===== src/design/tlia_pkg.sv =====
// Purpose: Constants for the two-level interrupt arbiter
// Assumes: 32-bit APB register access, one word per register
// Notes:   Source order numbers double as vector slots
package tlia_pkg;
  localparam int unsigned NUM_SLOTS     = 15;
  localparam int unsigned SLOT_W        = 4;
  localparam logic [3:0]  SLOT_RESERVED = 4'h8;
  localparam logic [3:0]  SLOT_EXT0     = 4'h0;
  localparam logic [3:0]  SLOT_TMR0     = 4'h1;
  localparam logic [3:0]  SLOT_EXT1     = 4'h2;
  localparam logic [3:0]  SLOT_TMR1     = 4'h3;
  localparam logic [15:0] VEC_BASE      = 16'h0003;
  localparam logic [15:0] VEC_STEP      = 16'h0008;
  localparam logic [15:0] VEC_RESET     = 16'h0000;
  // Register indices; byte address is four times the index
  localparam int unsigned ADDR_W        = 10;
  localparam logic [7:0]  IDX_IE_PRI    = 8'hA8;
  localparam logic [7:0]  IDX_IP_PRI    = 8'hB8;
  localparam logic [7:0]  IDX_IE_EXT    = 8'hE6;
  localparam logic [7:0]  IDX_IP_EXT    = 8'hF6;
  localparam logic [7:0]  IDX_PEND      = 8'h04;
  localparam logic [7:0]  IDX_STATUS    = 8'h05;
  localparam logic [ADDR_W-1:0] ADDR_IE_PRI = {IDX_IE_PRI, 2'b00};
  localparam logic [ADDR_W-1:0] ADDR_IP_PRI = {IDX_IP_PRI, 2'b00};
  localparam logic [ADDR_W-1:0] ADDR_IE_EXT = {IDX_IE_EXT, 2'b00};
  localparam logic [ADDR_W-1:0] ADDR_IP_EXT = {IDX_IP_EXT, 2'b00};
  localparam logic [ADDR_W-1:0] ADDR_PEND   = {IDX_PEND, 2'b00};
  localparam logic [ADDR_W-1:0] ADDR_STATUS = {IDX_STATUS, 2'b00};
  localparam logic [7:0]  RST_ENABLE    = 8'h00;
  localparam logic [7:0]  RST_PRIO      = 8'h00;
  localparam logic [7:0]  IP_PRI_UNUSED = 8'h80;
  localparam logic [7:0]  EXT_RSVD_MASK = 8'h02;
  localparam int unsigned GLOBAL_BIT    = 7;
  // Timing in cycles
  localparam int unsigned DETECT_CYC    = 1;
  localparam int unsigned CALL_CYC      = 4;
  localparam int unsigned RETURN_FROM_INTERRUPT_CYC      = 5;
  localparam int unsigned DIV_CYC       = 8;
  localparam int unsigned BEST_CYC      = DETECT_CYC + CALL_CYC;
  localparam int unsigned WORST_CYC     = DETECT_CYC + RETURN_FROM_INTERRUPT_CYC + DIV_CYC + CALL_CYC;
  localparam logic [2:0]  CALL_LAST     = 3'(CALL_CYC - 1);
  typedef enum logic [1:0] {
    TL_IDLE = 2'b00,
    TL_CALL = 2'b01,
    TL_HOLD = 2'b11
  } tlia_state_t;
endpackage


===== src/design/tlia_arbiter.sv =====
// Purpose: Two-level interrupt enable, priority and vector arbitration
// Assumes: Core pulses INSTR_DONE at each instruction end, RETURN_FROM_INTERRUPT_DONE at return end
// Notes:   Flags come in as set pulses or levels; PEND register clears them
// Operation
// - High preempts low; high never preempted
// - All sources low priority after reset
// - High level first, then smallest order
// - Sample and decode every clock cycle
// - Best response one detect plus four-cycle call
// - After return, one instruction before call
// - Worst response eighteen cycles total
// - Equal or higher running level blocks request
// - Vector is 0x0003 plus eight times order
// - Hardware clears only pins and timers 0,1
// - Global enable bit 7 overrides masks
// - Primary enable bit layout, reset zero
// - Any enabled sub-flag raises source request
// - Extended enable and priority bit positions
// - Timer and pin requests from own flags
// - Flags set regardless of enable state
// - Flag still set after return re-requests
`timescale 1ns/1ps
module tlia_arbiter
  import tlia_pkg::*;
#(
  parameter int unsigned SUBFLAGS = 4
)(
  input  wire logic                          CLK_SYS,
  input  wire logic                          RESET_N,
  input  wire logic                          CLK_EN,
  input  wire logic [NUM_SLOTS*SUBFLAGS-1:0] SRC_FLAG_SET,
  input  wire logic [NUM_SLOTS*SUBFLAGS-1:0] SRC_SUB_MASK,
  input  wire logic                          INSTR_DONE,
  input  wire logic                          RETURN_FROM_INTERRUPT_DONE,
  input  wire logic                          PSEL,
  input  wire logic                          PENABLE,
  input  wire logic                          PWRITE,
  input  wire logic [ADDR_W-1:0]             PADDR,
  input  wire logic [31:0]                   PWDATA,
  output logic      [31:0]                   PRDATA,
  output logic                               PREADY,
  output logic                               PSLVERR,
  output logic                               CALL_REQ,
  output logic      [15:0]                   CALL_VECTOR,
  output logic                               CALL_ACTIVE,
  output logic                               HI_ACTIVE,
  output logic                               LO_ACTIVE
);

  // ----------------------------------------------------------------
  // Registers
  // ----------------------------------------------------------------
  logic [7:0]                    ie_pri_ff;
  logic [7:0]                    ip_pri_ff;
  logic [7:0]                    ie_ext_ff;
  logic [7:0]                    ip_ext_ff;
  logic [NUM_SLOTS*SUBFLAGS-1:0] pend_ff;
  logic [NUM_SLOTS-1:0]          src_en;
  logic [NUM_SLOTS-1:0]          src_hi;
  logic [NUM_SLOTS-1:0]          src_req;
  logic                          wr_acc;
  logic                          rd_acc;
  logic                          addr_ok;
  logic [31:0]                   nxt_prdata;

  assign wr_acc = PSEL && PENABLE && PWRITE && PREADY && CLK_EN;
  assign rd_acc = PSEL && PENABLE && !PWRITE && !PREADY && CLK_EN;
  assign addr_ok = (PADDR == ADDR_IE_PRI) || (PADDR == ADDR_IP_PRI) || (PADDR == ADDR_IE_EXT)
                || (PADDR == ADDR_IP_EXT) || (PADDR == ADDR_PEND) || (PADDR == ADDR_STATUS);

  always_ff @(posedge CLK_SYS)
  begin
    if (!RESET_N)
    begin
      ie_pri_ff <= RST_ENABLE;
      ip_pri_ff <= RST_PRIO;
      ie_ext_ff <= RST_ENABLE;
      ip_ext_ff <= RST_PRIO;
    end
    else if (wr_acc)
    begin
      if (PADDR == ADDR_IE_PRI)
        ie_pri_ff <= PWDATA[7:0];
      if (PADDR == ADDR_IP_PRI)
        ip_pri_ff <= PWDATA[7:0] & ~IP_PRI_UNUSED;
      if (PADDR == ADDR_IE_EXT)
        ie_ext_ff <= PWDATA[7:0] & ~EXT_RSVD_MASK;
      if (PADDR == ADDR_IP_EXT)
        ip_ext_ff <= PWDATA[7:0] & ~EXT_RSVD_MASK;
    end
  end

  // ----------------------------------------------------------------
  // Arbitration state
  // ----------------------------------------------------------------
  tlia_state_t         state_ff;
  logic [2:0]          cnt_ff;
  logic                hi_run_ff;
  logic                lo_run_ff;
  logic                hold_ff;
  logic                win_valid_ff;
  logic [SLOT_W-1:0]   win_slot_ff;
  logic                win_hi_ff;
  logic                win_valid;
  logic [SLOT_W-1:0]   win_slot;
  logic                win_hi;
  logic                take;

  // Enable/priority maps: slot 0..6 primary, 7 extended bit 0, 9..14 extended bits 2..7
  always_comb
  begin
    src_en = '0;
    src_hi = '0;
    for (int i = 0; i < 7; i++)
    begin
      src_en[i] = ie_pri_ff[i];
      src_hi[i] = ip_pri_ff[i];
    end
    src_en[7] = ie_ext_ff[0];
    src_hi[7] = ip_ext_ff[0];
    for (int i = 9; i < NUM_SLOTS; i++)
    begin
      src_en[i] = ie_ext_ff[i - 7];
      src_hi[i] = ip_ext_ff[i - 7];
    end
  end

  // Per-source request from any enabled sub-flag
  genvar g;
  generate
    for (g = 0; g < NUM_SLOTS; g++)
    begin : g_req
      if (g == int'(SLOT_RESERVED))
      begin : g_rsv
        assign src_req[g] = 1'b0;
      end
      else
      begin : g_src
        assign src_req[g] = ie_pri_ff[GLOBAL_BIT] && src_en[g]
                          && |(pend_ff[g*SUBFLAGS +: SUBFLAGS] & SRC_SUB_MASK[g*SUBFLAGS +: SUBFLAGS]);
      end
    end
  endgenerate

  // Fixed order decode, high level first
  always_comb
  begin
    win_valid = 1'b0;
    win_slot  = '0;
    win_hi    = 1'b0;
    for (int i = NUM_SLOTS - 1; i >= 0; i--)
      if (src_req[i] && !src_hi[i] && !hi_run_ff && !lo_run_ff)
      begin
        win_valid = 1'b1;
        win_slot  = SLOT_W'(i);
        win_hi    = 1'b0;
      end
    for (int i = NUM_SLOTS - 1; i >= 0; i--)
      if (src_req[i] && src_hi[i] && !hi_run_ff)
      begin
        win_valid = 1'b1;
        win_slot  = SLOT_W'(i);
        win_hi    = 1'b1;
      end
  end

  // Decode registered each cycle as the detect stage
  always_ff @(posedge CLK_SYS)
  begin
    if (!RESET_N)
    begin
      win_valid_ff <= 1'b0;
      win_slot_ff  <= '0;
      win_hi_ff    <= 1'b0;
    end
    else if (CLK_EN)
    begin
      win_valid_ff <= win_valid;
      win_slot_ff  <= win_slot;
      win_hi_ff    <= win_hi;
    end
  end

  assign take = (state_ff == TL_IDLE) && win_valid_ff && win_valid && !hold_ff
             && (win_slot == win_slot_ff) && INSTR_DONE;

  // Post-return hold for one instruction
  always_ff @(posedge CLK_SYS)
  begin
    if (!RESET_N)
      hold_ff <= 1'b0;
    else if (CLK_EN)
    begin
      if (RETURN_FROM_INTERRUPT_DONE)
        hold_ff <= 1'b1;
      else if (INSTR_DONE)
        hold_ff <= 1'b0;
    end
  end

  always_ff @(posedge CLK_SYS)
  begin
    if (!RESET_N)
    begin
      state_ff <= TL_IDLE;
      cnt_ff   <= '0;
    end
    else if (CLK_EN)
    begin
      unique case (state_ff)
        TL_IDLE:
          if (take)
          begin
            state_ff <= TL_CALL;
            cnt_ff   <= '0;
          end
        TL_CALL:
          if (cnt_ff == CALL_LAST)
            state_ff <= TL_IDLE;
          else
            cnt_ff <= cnt_ff + 3'h1;
        TL_HOLD:
          state_ff <= TL_IDLE;
        default:
          state_ff <= TL_IDLE;
      endcase
    end
  end

  // Running service levels, cleared by the return
  always_ff @(posedge CLK_SYS)
  begin
    if (!RESET_N)
    begin
      hi_run_ff <= 1'b0;
      lo_run_ff <= 1'b0;
    end
    else if (CLK_EN)
    begin
      if (take && win_hi)
        hi_run_ff <= 1'b1;
      else if (RETURN_FROM_INTERRUPT_DONE && hi_run_ff)
        hi_run_ff <= 1'b0;
      if (take && !win_hi)
        lo_run_ff <= 1'b1;
      else if (RETURN_FROM_INTERRUPT_DONE && lo_run_ff && !hi_run_ff)
        lo_run_ff <= 1'b0;
    end
  end

  // ----------------------------------------------------------------
  // Pending flags: set wins over clear
  // ----------------------------------------------------------------
  generate
    for (g = 0; g < NUM_SLOTS; g++)
    begin : g_pend
      localparam logic HW_CLR = (g == int'(SLOT_EXT0)) || (g == int'(SLOT_TMR0))
                             || (g == int'(SLOT_EXT1)) || (g == int'(SLOT_TMR1));
      logic [SUBFLAGS-1:0] nxt_pend;
      always_comb
      begin
        nxt_pend = pend_ff[g*SUBFLAGS +: SUBFLAGS];
        if (HW_CLR && take && (win_slot == SLOT_W'(g)))
          nxt_pend = '0;
        if (wr_acc && (PADDR == ADDR_PEND) && PWDATA[g])
          nxt_pend = '0;
        nxt_pend = nxt_pend | SRC_FLAG_SET[g*SUBFLAGS +: SUBFLAGS];
      end
      always_ff @(posedge CLK_SYS)
      begin
        if (!RESET_N)
          pend_ff[g*SUBFLAGS +: SUBFLAGS] <= '0;
        else if (CLK_EN)
          pend_ff[g*SUBFLAGS +: SUBFLAGS] <= nxt_pend;
      end
    end
  endgenerate

  // ----------------------------------------------------------------
  // Outputs
  // ----------------------------------------------------------------
  always_ff @(posedge CLK_SYS)
  begin
    if (!RESET_N)
    begin
      CALL_REQ    <= 1'b0;
      CALL_VECTOR <= VEC_RESET;
      CALL_ACTIVE <= 1'b0;
      HI_ACTIVE   <= 1'b0;
      LO_ACTIVE   <= 1'b0;
    end
    else if (CLK_EN)
    begin
      CALL_REQ    <= take;
      if (take)
        CALL_VECTOR <= VEC_BASE + VEC_STEP * {12'h000, win_slot};
      CALL_ACTIVE <= take || ((state_ff == TL_CALL) && (cnt_ff != CALL_LAST));
      HI_ACTIVE   <= hi_run_ff;
      LO_ACTIVE   <= lo_run_ff;
    end
  end

  always_comb
  begin
    nxt_prdata = 32'h0000_0000;
    unique case (PADDR)
      ADDR_IE_PRI: nxt_prdata = {24'h000000, ie_pri_ff};
      ADDR_IP_PRI: nxt_prdata = {24'h000000, ip_pri_ff | IP_PRI_UNUSED};
      ADDR_IE_EXT: nxt_prdata = {24'h000000, ie_ext_ff};
      ADDR_IP_EXT: nxt_prdata = {24'h000000, ip_ext_ff};
      ADDR_PEND:   nxt_prdata = {17'h00000, src_req};
      ADDR_STATUS: nxt_prdata = {24'h000000, hi_run_ff, lo_run_ff, win_valid_ff, 1'b0, win_slot_ff};
      default:     nxt_prdata = 32'h0000_0000;
    endcase
  end

  // One wait state: answer in the cycle after the access phase starts
  always_ff @(posedge CLK_SYS)
  begin
    if (!RESET_N)
    begin
      PRDATA  <= 32'h0000_0000;
      PREADY  <= 1'b0;
      PSLVERR <= 1'b0;
    end
    else if (CLK_EN)
    begin
      PREADY  <= PSEL && PENABLE && !PREADY;
      PSLVERR <= PSEL && PENABLE && !PREADY && !addr_ok;
      if (rd_acc)
        PRDATA <= nxt_prdata;
    end
  end

  // ----------------------------------------------------------------
  // Checks
  // ----------------------------------------------------------------
  chk_reserved_slot: assert property (@(posedge CLK_SYS) disable iff (!RESET_N)
    CALL_REQ |-> CALL_VECTOR != VEC_BASE + VEC_STEP * {12'h000, SLOT_RESERVED})
    else $error("Reserved slot called");
  chk_global_gate: assert property (@(posedge CLK_SYS) disable iff (!RESET_N)
    !ie_pri_ff[GLOBAL_BIT] |-> !win_valid)
    else $error("Request while globally disabled");
  chk_hi_nopreempt: assert property (@(posedge CLK_SYS) disable iff (!RESET_N)
    hi_run_ff |-> !take)
    else $error("High routine preempted");
  chk_call_length: assert property (@(posedge CLK_SYS) disable iff (!RESET_N)
    (CLK_EN && take) ##1 CLK_EN[*4] |=> state_ff == TL_IDLE)
    else $error("Call length wrong");
  chk_hold_after_ret: assert property (@(posedge CLK_SYS) disable iff (!RESET_N)
    hold_ff |-> !take)
    else $error("Call without post-return instruction");
  chk_vec_range: assert property (@(posedge CLK_SYS) disable iff (!RESET_N)
    CALL_REQ |-> (CALL_VECTOR >= VEC_BASE) && (CALL_VECTOR <= VEC_BASE + VEC_STEP * 16'(NUM_SLOTS - 1)))
    else $error("Vector out of range");
  chk_reset_prio: assert property (@(posedge CLK_SYS)
    $rose(RESET_N) |-> (ip_pri_ff == RST_PRIO) && (ip_ext_ff == RST_PRIO))
    else $error("Priority not low after reset");
  chk_decode_track: assert property (@(posedge CLK_SYS) disable iff (!RESET_N)
    CLK_EN |=> win_valid_ff == $past(win_valid))
    else $error("Decode not sampled");

endmodule // tlia_arbiter


===== config.mk =====
export PLATFORM = sky130hd
export DESIGN_NAME = tlia_arbiter
export DESIGN_NICKNAME = d
export VERILOG_FILES = /design/src/design/tlia_pkg.sv /design/src/design/tlia_arbiter.sv
export SDC_FILE = /design/constraint.sdc
export NUM_CORES = 1
export LEC_CHECK = 0
export ABC_AREA = 1
export BUFFER_PORTS_ARGS = -buffer_cell sky130_fd_sc_hd__buf_2
export CAP_MARGIN = 20
export CORE_UTILIZATION = 40
export CTS_CLUSTER_SIZE = 16
export DETAILED_ROUTE_END_ITERATION = 10
export GPL_TIMING_DRIVEN = 0
export PLACE_DENSITY_LB_ADDON = 0.2
export SETUP_SLACK_MARGIN = 0.02
export SLEW_MARGIN = 15
export SYNTH_ARGS = -nofsm -noshare
export SYNTH_HDL_FRONTEND = slang
export SYNTH_SLANG_ARGS = --single-unit

===== constraint.sdc =====
create_clock -name CLK_SYS -period 3.3 [get_ports CLK_SYS]
set_input_delay 0.495 -clock CLK_SYS [delete_from_list [all_inputs] [get_ports CLK_SYS]]
set_output_delay 0.495 -clock CLK_SYS [all_outputs]
set_load 0.01 [all_outputs]

# After elaboration in Yosys (flattened, before gate mapping)
# Cells that the tools add are included.
op_classes:
  n_lt_le_gt_ge: 0
  shifts: 0
  add_sub_neg: 2
  n_mux: 101
  n_reduce_logical: 195
  div: 0
  bitwise_logic: 28
  n_eq_ne: 16
  multipliers: 0
op_table:
  columns: ["operator", "count"]
  rows:
  - ["2-to-1 mux 4 bit", 46]
  - ["logical AND 1 bit", 137]
  - ["case mux 15 bit (6 select lines)", 1]
  - ["AND 4 bit", 14]
  - ["bitwise OR 4 bit", 14]
  - ["OR reduction 4 bit", 14]
  - ["2-to-1 mux 1 bit", 48]
  - ["equality test 10 bit, second input constant", 4]
  - ["zero test 1 bit", 21]
  - ["equality test 10 x 5 -> 1 bit, second input constant", 2]
  - ["AND reduction 2 bit", 9]
  - ["adder 2 x 7 -> 8 bit, first input constant", 1]
  - ["equality test 4 x 2 -> 1 bit, second input constant", 2]
  - ["nonzero test 2 bit", 4]
  - ["logical OR 1 bit", 6]
  - ["2-to-1 mux 3 bit", 2]
  - ["inequality test 2 bit, second input constant", 3]
  - ["case mux 3 bit (2 select lines)", 1]
  - ["equality test 4 x 1 -> 1 bit, second input constant", 1]
  - ["equality test 4 bit", 1]
  - ["zero test 4 bit", 1]
  - ["2-to-1 mux 2 bit", 2]
  - ["case mux 2 bit (2 select lines)", 1]
  - ["AND reduction 4 bit", 1]
  - ["other kinds (6)", 6]
totals:
  romBits: 0
  latchBits: 0
  output_inout_bits: 54
  ramBits: 0
  inputBits: 170
  reg_bits: 152
  mem_count: 0

# Depth between registers and ports, before layout
# Gate-level depths: netlist of run 1.
logic_depth:
  word_depth: 42
  ltp_mapped: 34
  mapped_depth_nobuf: 33

# Worst setup path after synthesis of run 1
# Ideal clock, no wire load.
synth_timing:
  path_kind: "input-to-reg"
  from: "input SRC_SUB_MASK[16]"
  to: "register CALL_VECTOR[5]"
  setup_slack_ns: 0.813
  stages: 17
  t_arrival_ns: 2.371
  t_required_ns: 3.184
  setup_ns: 0.116
  path_buffers: 0
  cell_sequence: "a22o_1 nor2_1 nor2_1 nand3_1 nand2_1 nor2_1 nand2_1 o21ai_1 nand2_1 a21oi_1 o21ai_1 a21oi_2 o21ai_1 nor2_4 nand4_2 a21oi_1 nor2_1"
synth_via:
  elab_chain_cells: 30
  elab_cells_between_ends: 53
  cone_classes: "1 x add/sub; 1 x eq/ne; 38 x mux; 1 x bitwise; 12 x reduce/logical"
synth_rtl:
  columns: ["element", "line_no", "source"]
  rows:
  - ["start: declaration", "tlia_arbiter.sv:32", "input wire logic [NUM_SLOTS*SUBFLAGS-1:0] SRC_SUB_MASK,"]
  - ["AND 4 bit *", "tlia_arbiter.sv:140", "&& |(pend_ff[g*SUBFLAGS +: SUBFLAGS] & SRC_SUB_MASK[g*SUBFLAGS +: SUBFLAGS]);"]
  - ["OR reduction 4 bit *", "tlia_arbiter.sv:140", null]
  - ["logical AND 1 bit *", "tlia_arbiter.sv:140", null]
  - ["branches (longest 27 deep; another with 2-to-1 mux 4 bit)", null, null]
  - ["end signal: assignment", "tlia_arbiter.sv:296", "CALL_VECTOR <= VEC_BASE + VEC_STEP * {12'h000, win_slot};"]
  - ["end: declaration", "tlia_arbiter.sv:44", "output logic [15:0] CALL_VECTOR,"]
# Every way passes the cells marked *.
# A chain may end at the register's enable or synchronous reset.

# Worst setup path in the final report of run 1
layout_timing:
  from: "register ie_pri_ff[7]"
  to: "register hi_run_ff"
layout_via:
  elab_chain_cells: 40
  elab_cells_between_ends: 177
  cone_classes: "1 x eq/ne; 71 x mux; 105 x reduce/logical"
layout_rtl:
  columns: ["element", "line_no", "source"]
  rows:
  - ["start: declaration", "tlia_arbiter.sv:53", "logic [7:0] ie_pri_ff;"]
  - ["start signal: assignment", "tlia_arbiter.sv:83", "ie_pri_ff <= PWDATA[7:0];"]
  - ["branches (longest 37 deep; another with 2-to-1 mux 4 bit)", null, null]
  - ["logical AND 1 bit *", "tlia_arbiter.sv:240", "if (take && win_hi)"]
  - ["nonzero test 2 bit (no line)", null, null]
  - ["AND reduction 2 bit (no line)", null, null]
  - ["end signal: assignment", "tlia_arbiter.sv:235", "hi_run_ff <= 1'b0;"]
  - ["end signal: assignment", "tlia_arbiter.sv:241", "hi_run_ff <= 1'b1;"]
  - ["end signal: assignment", "tlia_arbiter.sv:243", "hi_run_ff <= 1'b0;"]
  - ["end: declaration", "tlia_arbiter.sv:98", "logic hi_run_ff;"]
# Marked as above.

==> flow_summary.json, run 1 <==
{
  "setup_viol": 0,
  "critical_path_launch_point_type": "flip-flop",
  "power_per_unit_of_standard_cell_area_nw_per_um2": 446,
  "post_drt_wl_per_cell_um": 14.5,
  "power.sequential.fraction_pct": 43.0,
  "dieArea_um2": 16200,
  "final_net_count": 1335,
  "period_needed_ns": 3.04,
  "switching_power_uw": 892,
  "synth_flop_cell": "sky130_fd_sc_hd__dfxtp_1",
  "internal_cell_power_mw": 2.75,
  "worstPathMaxFanout": 10,
  "grt_antenna_before_repair": 0,
  "synthArstFlopShare_pct": 0,
  "fmax_mhz": 329,
  "power.ir.vdd_worst_mv": 0.316,
  "hold_path.startpoint": "SRC_FLAG_SET[24]",
  "root_buffer": "sky130_fd_sc_hd__clkbuf_16",
  "post_synth_inst_count": 942,
  "post-route-drc-count": 0,
  "finalWirelength_um": 20100,
  "die-width_um": 127,
  "arrival_ns": 3.39,
  "cts_inserted_buffers": 17,
  "cts-root-to-sink-buffers": 2,
  "synthesis_to_finish_area_growth_pct": 29.7,
  "total_power_mw": 3.64,
  "layout_worst_path_cycle_share_pct": 92.0,
  "end_kind": "flip-flop",
  "skew_ns": 0.0134,
  "postLayoutCellArea_um2": 8150,
  "setup_repair_after_global_routing_missed_its_margin": "no",
  "cts-htree-levels": 4,
  "gpl.final_weighted_congestion": 0.913,
  "finalSetupTns_ns": 0,
  "seq_area_frac_synth_pct": 38.9,
  "post_route_antenna_net_violation_count": 0,
  "critPathKind": "reg2reg",
  "die_h_um": 127,
  "post_synth_num_cell_types": 40,
  "clock_power_share_pct": 47.4,
  "outcome": "finished clean",
  "worst_hold_path_type": "in2reg",
  "layout.cells.most_common_list": "sky130_fd_sc_hd__nand2_1, sky130_fd_sc_hd__buf_2, sky130_fd_sc_hd__dfxtp_1",
  "route.detailed.vias_per_inst": 4.95,
  "overflow_after_grt": 0,
  "grt_max_degree": 17,
  "place_hpwl_um": 15500,
  "placement.io_buffers": 169,
  "dpl_cell_area_um2": 7500,
  "share_comb_of_total_power_pct": 9.6,
  "worst_pin_slew_ns": 0.773,
  "maxSlewViolCount": 0,
  "synth-edff-count": 0,
  "grt_pass1_vias": 6311,
  "power.switching_fraction_pct": 24.5,
  "postCtsHoldBufs": 0,
  "detail_route.iter0.violations": 429,
  "ios": 224,
  "post_synth.cell_area_avg_um2": 6.67,
  "layout.cells.most_common": "sky130_fd_sc_hd__nand2_1",
  "hold_viol_final": 0,
  "power_leakage_nw": 3.82,
  "cts.reportedPaths.clkPinSlew_ns": 0.06,
  "antenna-diode-count": 0,
  "max_slew_margin_pct": 48.0,
  "core.rowCount": 45,
  "first_pass_iters": 5,
  "core_area_um2": 15300,
  "routed-via-count": 6866,
  "yosysWarnings": 0,
  "tritoncts": "done",
  "cp-startpoint": "ie_pri_ff[7]",
  "cts.sinks": 122,
  "cap_viol_max_count": 0,
  "beginning_of_the_worst_register_to_register_path": "ie_pri_ff[7]",
  "grt_pass1_wl_um": 32100,
  "yosys_register_bits": 122,
  "synth.cell_area_um2": 6280,
  "number_of_filler_cells_placed_in_the_layout": 1581,
  "insertion_delay_ns": 0.43,
  "grt_util_all_layers_pct": 25.8,
  "critical_path_required_ns": 3.65,
  "initial_utilization_pct": 41.2,
  "drive_above_1_share_pct": 23.0
}
[through the flow]
stage               utilization [%]  setup slack [ns]  cells  hold WS [ns]
floorplan                         -             0.813    969         0.437
finish                         53.4             0.264   1387         0.319
CTS                            52.7             0.191   1381         0.311
detailed placement             49.2            0.0828   1349         0.454
global placement               49.1            0.0475   1349         0.449
global route                   53.4            0.0182   1387         0.313
[synth_stat cells (2+ instances only)]
master	number	share of area, %
sky130_fd_sc_hd__nand2_1	291	17
sky130_fd_sc_hd__dfxtp_1	122	39
sky130_fd_sc_hd__a21oi_1	107	8.5
sky130_fd_sc_hd__inv_1	85	5.1
sky130_fd_sc_hd__nor2_1	85	5.1
sky130_fd_sc_hd__o21ai_0	50	4.0
sky130_fd_sc_hd__nand3_1	41	3.3
sky130_fd_sc_hd__buf_4	30	3.6
sky130_fd_sc_hd__clkbuf_1	25	1.5
sky130_fd_sc_hd__a211oi_1	14	1.7
sky130_fd_sc_hd__nor3_1	12	0.96
sky130_fd_sc_hd__nand4_1	11	1.1
sky130_fd_sc_hd__nor4_1	6	0.60
sky130_fd_sc_hd__a221oi_1	5	0.70
sky130_fd_sc_hd__a31oi_1	5	0.50
sky130_fd_sc_hd__a41oi_2	5	1.3
sky130_fd_sc_hd__inv_2	5	0.30
sky130_fd_sc_hd__a22o_1	4	0.56
sky130_fd_sc_hd__nand2_2	4	0.40
sky130_fd_sc_hd__o21ai_1	4	0.32
sky130_fd_sc_hd__nor2_4	3	0.54
sky130_fd_sc_hd__o211ai_1	3	0.36
sky130_fd_sc_hd__ha_1	2	0.40
sky130_fd_sc_hd__nand3_2	2	0.32
sky130_fd_sc_hd__nor3_2	2	0.32
sky130_fd_sc_hd__o2111ai_1	2	0.28
sky130_fd_sc_hd__o21bai_1	2	0.24
sky130_fd_sc_hd__o221ai_1	2	0.28
sky130_fd_sc_hd__o22ai_1	2	0.20
[state kept, by name, summed over array words and instances (netlist names), 3 cells and up]
signal	count
ie_ext_ff	7
CALL_VECTOR	5
pend_ff	56
cnt_ff	3
ip_pri_ff	7
ip_ext_ff	7
win_slot_ff	4
PRDATA	14
ie_pri_ff	8
[layout make-up]
type,count,area [um2],share of cell area [%]
Clock inverter,9,72.6,0.890
Multi-Input combinational cell,697,3310,40.6
Clock buffer,23,468,5.74
Inverter,90,338,4.14
Tap cell,211,264,3.24
Sequential cell,122,2440,30.0
Buffer,60,362,4.44
Timing Repair Buffer,175,891,10.9
[critical path, cell delays in order (launching register included)]
cell                       delay (ns)
sky130_fd_sc_hd__dfxtp_1         0.31
sky130_fd_sc_hd__buf_4           0.15
sky130_fd_sc_hd__buf_8           0.15
sky130_fd_sc_hd__nand2_1         0.09
sky130_fd_sc_hd__a41oi_2         0.29
sky130_fd_sc_hd__nand3_2         0.13
sky130_fd_sc_hd__nand2_1         0.11
sky130_fd_sc_hd__nor2_1          0.06
sky130_fd_sc_hd__nand2_1         0.07
sky130_fd_sc_hd__inv_2           0.04
sky130_fd_sc_hd__nand2_1         0.07
sky130_fd_sc_hd__inv_1           0.06
sky130_fd_sc_hd__nand4_1         0.10
sky130_fd_sc_hd__o211ai_1        0.10
sky130_fd_sc_hd__a21oi_1         0.16
sky130_fd_sc_hd__o21ai_1         0.10
sky130_fd_sc_hd__a21oi_2         0.10
sky130_fd_sc_hd__o21ai_1         0.10
sky130_fd_sc_hd__nor2_4          0.22
sky130_fd_sc_hd__nand3_2         0.14
sky130_fd_sc_hd__nor2_4          0.20
sky130_fd_sc_hd__nand2_1         0.10
sky130_fd_sc_hd__a21oi_2         0.12
[layer usage]
layer	wire length (um)	part of all wire (%)	vias up	track usage (%)
li1	-	-	3492	-
met1	8930	44	3027	32.4
met2	9190	46	298	41.9
met3	1480	7.3	49	6.57
met4	546	2.7	0	11.3
met5	0	0	-	0
[cell families after synthesis]
group,Yosys count,synth area share (%)
fa+ha+maj,2,0.398
compound gates,208,19.3
simple gates,459,30.3
other cells,1,0.0597
buf+inv,150,11.1
flops,122,38.9
[power groups by stage]
stage | combinational, mW | sequential, mW | clock, mW
after floorplan | 0.192 | 1.59 | 0
after global placement | 0.340 | 1.59 | 0
after detailed placement | 0.344 | 1.60 | 0
after CTS | 0.345 | 1.56 | 1.73
after global routing | 0.393 | 1.57 | 1.82
final | 0.348 | 1.57 | 1.73
[repair_timing]
action,in CTS,in global routing
setup buffers,0,6
setup endpoints to repair,0,24
resized for setup,0,13
[final timing paths]
path,endpoint,slack (ns),depth (start not counted)
hold reg to reg,pend_ff[31],0.46,2
setup / recovery,hi_run_ff,0.26,22
setup reg to reg,hi_run_ff,0.26,22
hold / removal,pend_ff[24],0.32,3
(Power assumes the default switching activity.)
==> run 2: changes to the inputs <==
Settings changed: ABC_AREA 1 to unset.
==> run 2 against run 1 <==
Against the previous run:
- clock skew shrank 0.0027 ns
- non-clock buffer count shrank 4
- largest cell class unchanged
- count of clock-buffer cells in the layout grew 2
- critical path type unchanged
- highest routed layer unchanged
==> flow_summary.json, run 2 <==
{
  "setup_viol": 0,
  "place_hpwl_um": 15700,
  "cp_slowest_stage_delay_ns": 0.44,
  "post-route-drc-count": 0,
  "clock_power_share_pct": 47.6,
  "cts.sinks": 122,
  "layout_worst_path_cycle_share_pct": 95.5,
  "period_needed_ns": 3.15,
  "worst_hold_path_type": "in2reg",
  "post_route_antenna_net_violation_count": 0,
  "cts-htree-levels": 4,
  "layout.cells.most_common_list": "sky130_fd_sc_hd__buf_2, sky130_fd_sc_hd__dfxtp_1, sky130_fd_sc_hd__nor2_1",
  "routed-via-count": 6466,
  "largest_registers": "pend_ff x56, PRDATA x14, ie_pri_ff x8",
  "cap_viol_max_count": 0,
  "grt_max_degree": 17,
  "maxSlewViolCount": 0,
  "die_h_um": 128,
  "dieArea_um2": 16400,
  "cts_setup_buffers": 0,
  "post_drt_wl_per_cell_um": 17.7,
  "post-synth-top-count-cell": "sky130_fd_sc_hd__dfxtp_1",
  "place_ws_ns": -0.377,
  "synth.cell_area_um2": 6340,
  "cts-root-to-sink-buffers": 2,
  "power.ir.vdd_worst_mv": 0.334,
  "cp_num_cells": 10,
  "gpl.final_weighted_congestion": 0.932,
  "tritoncts": "done",
  "power_per_unit_of_standard_cell_area_nw_per_um2": 446,
  "overflow_after_grt": 0,
  "largest_register_ffs": 56,
  "power.switching_fraction_pct": 24.3,
  "yosys_register_bits": 122,
  "cts.reportedPaths.clkPinSlew_ns": 0.06,
  "finalNonFillerCells": 1181,
  "synth_top_cell_area_share_pct": 38.5,
  "grt_pass1_wl_um": 32200,
  "yosysWarnings": 0,
  "internal_cell_power_mw": 2.81,
  "hold_viol_final": 0,
  "power.sequential.fraction_pct": 42.4,
  "ios": 224,
  "setup_repair_after_global_routing_missed_its_margin": "no",
  "netlist_top_cells_count": "sky130_fd_sc_hd__dfxtp_1, sky130_fd_sc_hd__nor2_1, sky130_fd_sc_hd__a22oi_1, sky130_fd_sc_hd__nand2_1",
  "layout.cells.most_common": "sky130_fd_sc_hd__buf_2",
  "critical_path_required_ns": 3.65,
  "synthesis_to_finish_area_growth_pct": 31.1,
  "worst_pin_slew_ns": 0.981,
  "grt_antenna_before_repair": 0,
  "seq_area_frac_synth_pct": 38.5,
  "route.detailed.vias_per_inst": 5.48,
  "antenna-diode-count": 0,
  "grt_util_all_layers_pct": 25.9,
  "placed_cells": 1151,
  "initial_utilization_pct": 41.4,
  "power_leakage_nw": 3.50,
  "detail_route.iter0.violations": 556,
  "final_net_count": 1130,
  "finalWirelength_um": 20900,
  "synth.top_cells.by_area": "sky130_fd_sc_hd__dfxtp_1, sky130_fd_sc_hd__a22oi_1, sky130_fd_sc_hd__mux2i_1",
  "cts_inserted_buffers": 17,
  "post_synth_inst_count": 744,
  "number_of_buffers_and_inverters_on_the_critical_path": 1,
  "core.rowCount": 45,
  "number_of_filler_cells_placed_in_the_layout": 1535,
  "worstPathMaxFanout": 10,
  "grt_pass1_vias": 6031,
  "arrival_ns": 3.50,
  "critical_path_launch_point_type": "flip-flop",
  "synthArstFlopShare_pct": 0,
  "postLayoutCellArea_um2": 8310,
  "total_power_mw": 3.71,
  "post_synth.cell_area_avg_um2": 8.52,
  "synth-edff-count": 0,
  "placement.io_buffers": 169,
  "hold_path_depth": 3,
  "postLayoutSetupSlackWorst_ns": 0.148,
  "core_area_um2": 15300,
  "synth_flop_cell": "sky130_fd_sc_hd__dfxtp_1",
  "skew_ns": 0.0107,
  "first_pass_iters": 7,
  "end_kind": "flip-flop",
  "critPathKind": "reg2reg",
  "insertion_delay_ns": 0.43,
  "root_buffer": "sky130_fd_sc_hd__clkbuf_16",
  "utilization_pct": 54.3,
  "synth_top_cell_by_area": "sky130_fd_sc_hd__dfxtp_1",
  "share_comb_of_total_power_pct": 10.0,
  "dpl_cell_area_um2": 7550,
  "post_synth_num_cell_types": 73,
  "crit_path_top_delay_cell": "sky130_fd_sc_hd__or3_4",
  "switching_power_uw": 901,
  "max_slew_margin_pct": 34.4,
  "r2r.worst_path.cells": 10,
  "outcome": "finished clean",
  "die-width_um": 128,
  "drive_above_1_share_pct": 28.0,
  "largest-register": "pend_ff",
  "path_cells": "or3b_4 -> buf_6 -> a2111oi_4 -> nor4_1 -> a211oi_2 -> o211a_1 -> o211ai_2 -> or3_4 -> or3_1 -> a21oi_1",
  "cp_top_family": "simple AND/OR/NAND/NOR gates",
  "fmax_mhz": 317
}
-- run 2: cell types whose count changed in the layout (fill, tap and decap cells not counted), moves of 14 or more --
cell,before,now
sky130_fd_sc_hd__a21oi_1,105,46
sky130_fd_sc_hd__a22o_1,4,18
sky130_fd_sc_hd__a22oi_1,0,63
sky130_fd_sc_hd__inv_1,85,20
sky130_fd_sc_hd__mux2i_1,0,47
sky130_fd_sc_hd__nand2_1,289,52
sky130_fd_sc_hd__nand3_1,37,15
sky130_fd_sc_hd__nor2_1,85,115
sky130_fd_sc_hd__o21ai_0,49,22
-- run 2: repair_timing --
action | 4_1_cts | 5_1_grt
resized for setup | 14 | 15
cloned | 0 | 0
setup endpoints to repair | 22 | 28
pin swaps | 3 | 5
hold buffers | 0 | 0
-- run 2: final timing paths --
kind | startpoint | end | slack (ns)
worst min-delay path | SRC_FLAG_SET[2] | pend_ff[2] | 0.28
worst max-delay path | ie_pri_ff[7] | lo_run_ff | 0.15
worst min register to register | PRDATA[5] | PRDATA[5] | 0.45
worst max register to register | ie_pri_ff[7] | lo_run_ff | 0.15
-- run 2: logic make-up (layout without fill, tap and decap cells) --
logic type / after synthesis / count (layout) / synth area share (%)
compound gates: 242 / 242 / 28.9
fa+ha+maj: 2 / 2 / 0.395
mux: 47 / 47 / 7.42
other cells: 1 / 28 / 0.0592
xor+xnor: 2 / 2 / 0.395
flops: 122 / 122 / 38.5
buf+inv: 84 / 283 / 6.81
simple gates: 244 / 244 / 17.5
-- run 2: power by group through the flow --
stage | Clock [mW] | Sequential [mW] | Combinational, mW
2_1_floorplan | 0 | 1.59 | 0.199
5_1_grt | 1.86 | 1.58 | 0.408
3_5_place_dp | 0 | 1.60 | 0.354
4_1_cts | 1.79 | 1.57 | 0.362
6_report | 1.77 | 1.57 | 0.372
3_3_place_gp | 0 | 1.60 | 0.351
-- run 2: routing by layer --
| metal | GRT usage, % | vias to the layer above | share of wire (%) |
|---|---|---|---|
| met5 | 0 | - | 0 |
| met4 | 12.0 | 0 | 2.7 |
| met3 | 7.01 | 39 | 7.7 |
| met2 | 40.7 | 261 | 45 |
| met1 | 33.0 | 3016 | 45 |
| li1 | - | 3150 | - |
-- run 2: area by class of cell --
| type | count | area (um2) | area share [%] |
|---|---|---|---|
| Sequential cell | 122 | 2440 | 29.4 |
| Timing Repair Buffer | 169 | 846 | 10.2 |
| Clock buffer | 25 | 495 | 5.96 |
| Buffer | 62 | 349 | 4.20 |
| Tap cell | 211 | 264 | 3.18 |
| Clock inverter | 6 | 63.8 | 0.768 |
| Inverter | 21 | 78.8 | 0.948 |
| Multi-Input combinational cell | 565 | 3770 | 45.4 |
-- run 2: through the flow --
stage	hold WS, ns	setup TNS [ns]
after floorplan	0.436	0
after global placement	0.437	-3.58
after detailed placement	0.444	-3.43
after CTS	0.263	0
after global routing	0.279	0
final	0.278	0
-- run 2: worst min-delay path: stages --
cell and delay, ns:
sky130_fd_sc_hd__buf_2 0.08, sky130_fd_sc_hd__a21oi_1 0.05, sky130_fd_sc_hd__nand2_1 0.05
==> run 3: changes to the inputs <==
Settings changed: BUFFER_PORTS_ARGS -buffer_cell sky130_fd_sc_hd__buf_2 to -buffer_cell sky130_fd_sc_hd__clkbuf_2.
==> run 3 against run 2 <==
Against the previous run:
- register-to-register slack worse by 0.08 ns
- power up 2.6%
- via count up 0.53%
- wire length down 0.36%
- sequential share of layout area down 0.14 points
- non-clock buffer count up 3
- clock power up 6%
- critical endpoint unchanged
- largest cell class unchanged
==> flow_summary.json, run 3 (synthesis gave the netlist of run 2 again) <==
{
  "critPathKind": "reg2reg",
  "insertion_delay_ns": 0.42,
  "die_h_um": 128,
  "grt_antenna_before_repair": 0,
  "worst_r2r_endpoint": "lo_run_ff",
  "outcome": "finished clean",
  "cts.reportedPaths.clkPinSlew_ns": 0.05,
  "synthesis_to_finish_area_growth_pct": 31.8,
  "grt_util_met3_pct": 7.14,
  "dpl_cell_area_um2": 7550,
  "worst_pin_slew_ns": 0.978,
  "drive_above_1_share_pct": 28.3,
  "fraction_of_met2_tracks_used_by_global_routing_pct": 40.9,
  "finalNonFillerCells": 1185,
  "end_kind": "flip-flop",
  "critical_path_launch_point_type": "flip-flop",
  "largest_registers": "pend_ff x56, PRDATA x14, ie_pri_ff x8",
  "hold_slack_final_ns": 0.275,
  "cts.sinks": 122,
  "maxSlewViolCount": 0,
  "place_hpwl_um": 15700,
  "layout_worst_path_cycle_share_pct": 98.0,
  "power.sequential.fraction_pct": 41.3,
  "setup_repair_after_global_routing_missed_its_margin": "yes",
  "switching_power_uw": 900,
  "critical_path_required_ns": 3.65,
  "worst_hold_path_type": "in2reg",
  "finalWirelength_um": 20800,
  "power_leakage_nw": 3.53,
  "ios": 224,
  "skew_ns": 0.00873,
  "die-width_um": 128,
  "hold_viol_final": 0,
  "power.ir.vdd_worst_mv": 0.359,
  "cp-startpoint": "lo_run_ff",
  "r2r.worst_path.cells": 9,
  "routed-via-count": 6500,
  "total_power_mw": 3.81,
  "gpl.final_weighted_congestion": 0.931,
  "number_of_filler_cells_placed_in_the_layout": 1492,
  "core_area_um2": 15300,
  "arrival_ns": 3.58,
  "largest-register": "pend_ff",
  "max_slew_margin_pct": 34.6,
  "postLayoutSetupSlackWorst_ns": 0.0646,
  "post-route-drc-count": 0,
  "post_route_antenna_net_violation_count": 0,
  "share_comb_of_total_power_pct": 9.7,
  "dieArea_um2": 16400,
  "grt_util_all_layers_pct": 25.4,
  "worstPathMaxFanout": 5,
  "postCtsHoldBufs": 0,
  "post_drt_wl_per_cell_um": 17.5,
  "root_buffer": "sky130_fd_sc_hd__clkbuf_16",
  "largest_register_ffs": 56,
  "cts-root-to-sink-buffers": 2,
  "cts_inserted_buffers": 17,
  "beginning_of_the_worst_register_to_register_path": "lo_run_ff",
  "layout.cells.most_common_list": "sky130_fd_sc_hd__clkbuf_2, sky130_fd_sc_hd__dfxtp_1, sky130_fd_sc_hd__nor2_1",
  "grt_busiest_layer": "met2",
  "initial_utilization_pct": 41.4,
  "grt_pass1_wl_um": 31500,
  "grt_max_degree": 17,
  "setup_viol": 0,
  "place_ws_ns": -0.379,
  "use_met1_pct": 33.0,
  "tritoncts": "done",
  "cts-htree-levels": 4,
  "core.rowCount": 45,
  "overflow_after_grt": 0,
  "clock_power_share_pct": 49.0,
  "power_per_unit_of_standard_cell_area_nw_per_um2": 455,
  "internal_cell_power_mw": 2.91,
  "placement.io_buffers": 169,
  "antenna-diode-count": 0,
  "grt_pass1_vias": 5842,
  "route.detailed.vias_per_inst": 5.49,
  "placed_cells": 1151,
  "cap_viol_max_count": 0,
  "postLayoutCellArea_um2": 8360,
  "setup.worst_path.end": "lo_run_ff",
  "period_needed_ns": 3.24,
  "detail_route.iter0.violations": 520,
  "power.switching_fraction_pct": 23.6,
  "fmax_mhz": 309,
  "layout.cells.most_common": "sky130_fd_sc_hd__clkbuf_2",
  "final_net_count": 1133,
  "worst-r2r-setup-slack_ns": 0.06,
  "first_pass_iters": 5
}
run 3: power by group through the flow:
stage	Clock, mW	Combinational, mW	Sequential (mW)
6_report	1.87	0.370	1.57
5_1_grt	1.96	0.407	1.58
4_1_cts	1.89	0.360	1.57
3_5_place_dp	0	0.354	1.60
3_3_place_gp	0	0.352	1.60
2_1_floorplan	0	0.199	1.59
run 3: timing repair:
action,CTS,global route
setup buffers,0,3
setup endpoints to repair,22,28
resized for setup,11,17
pin swaps,2,2
run 3: stage by stage:
stage               utilization, %  TNS [ns]
floorplan                        -         0
CTS                           53.8         0
global placement              49.3     -3.33
detailed placement            49.3     -3.21
global route                  54.6         0
finish                        54.6         0
run 3: area by class of cell:
class / count / area [um2] / area share (%)
clock buffer: 25 / 505 / 6.05
tap: 211 / 264 / 3.16
multi-input combinational: 565 / 3760 / 45.0
timing repair buffer: 172 / 868 / 10.4
clock inverter: 7 / 87.6 / 1.05
inverter: 21 / 78.8 / 0.943
buffer: 62 / 349 / 4.18
sequential: 122 / 2440 / 29.3
run 3: worst min-delay path by stage:
stage	start	to	depth (start not counted)
2_1_floorplan	hold_ff	hold_ff	2
3_3_place_gp	PRDATA[3]	PRDATA[3]	2
3_5_place_dp	PRDATA[11]	PRDATA[11]	2
4_1_cts	SRC_FLAG_SET[0]	pend_ff[0]	3
5_1_grt	SRC_FLAG_SET[0]	pend_ff[0]	3
6_report	SRC_FLAG_SET[0]	pend_ff[0]	3
run 3: per-layer routing:
metal / routed length [um] / vias up
met1: 9300 / 3051
li1: - / 3141
met2: 9520 / 271
met5: 0 / -
met3: 1610 / 37
met4: 367 / 0
run 3: critical path, stage by stage (launching register included):
cell,delay (ns)
sky130_fd_sc_hd__dfxtp_1,0.37
sky130_fd_sc_hd__or3b_4,0.45
sky130_fd_sc_hd__a2111oi_4,0.44
sky130_fd_sc_hd__nor2b_1,0.09
sky130_fd_sc_hd__or4_1,0.47
sky130_fd_sc_hd__o31ai_4,0.39
sky130_fd_sc_hd__a21oi_2,0.16
sky130_fd_sc_hd__xnor2_1,0.24
sky130_fd_sc_hd__or3_1,0.42
sky130_fd_sc_hd__a21oi_1,0.12
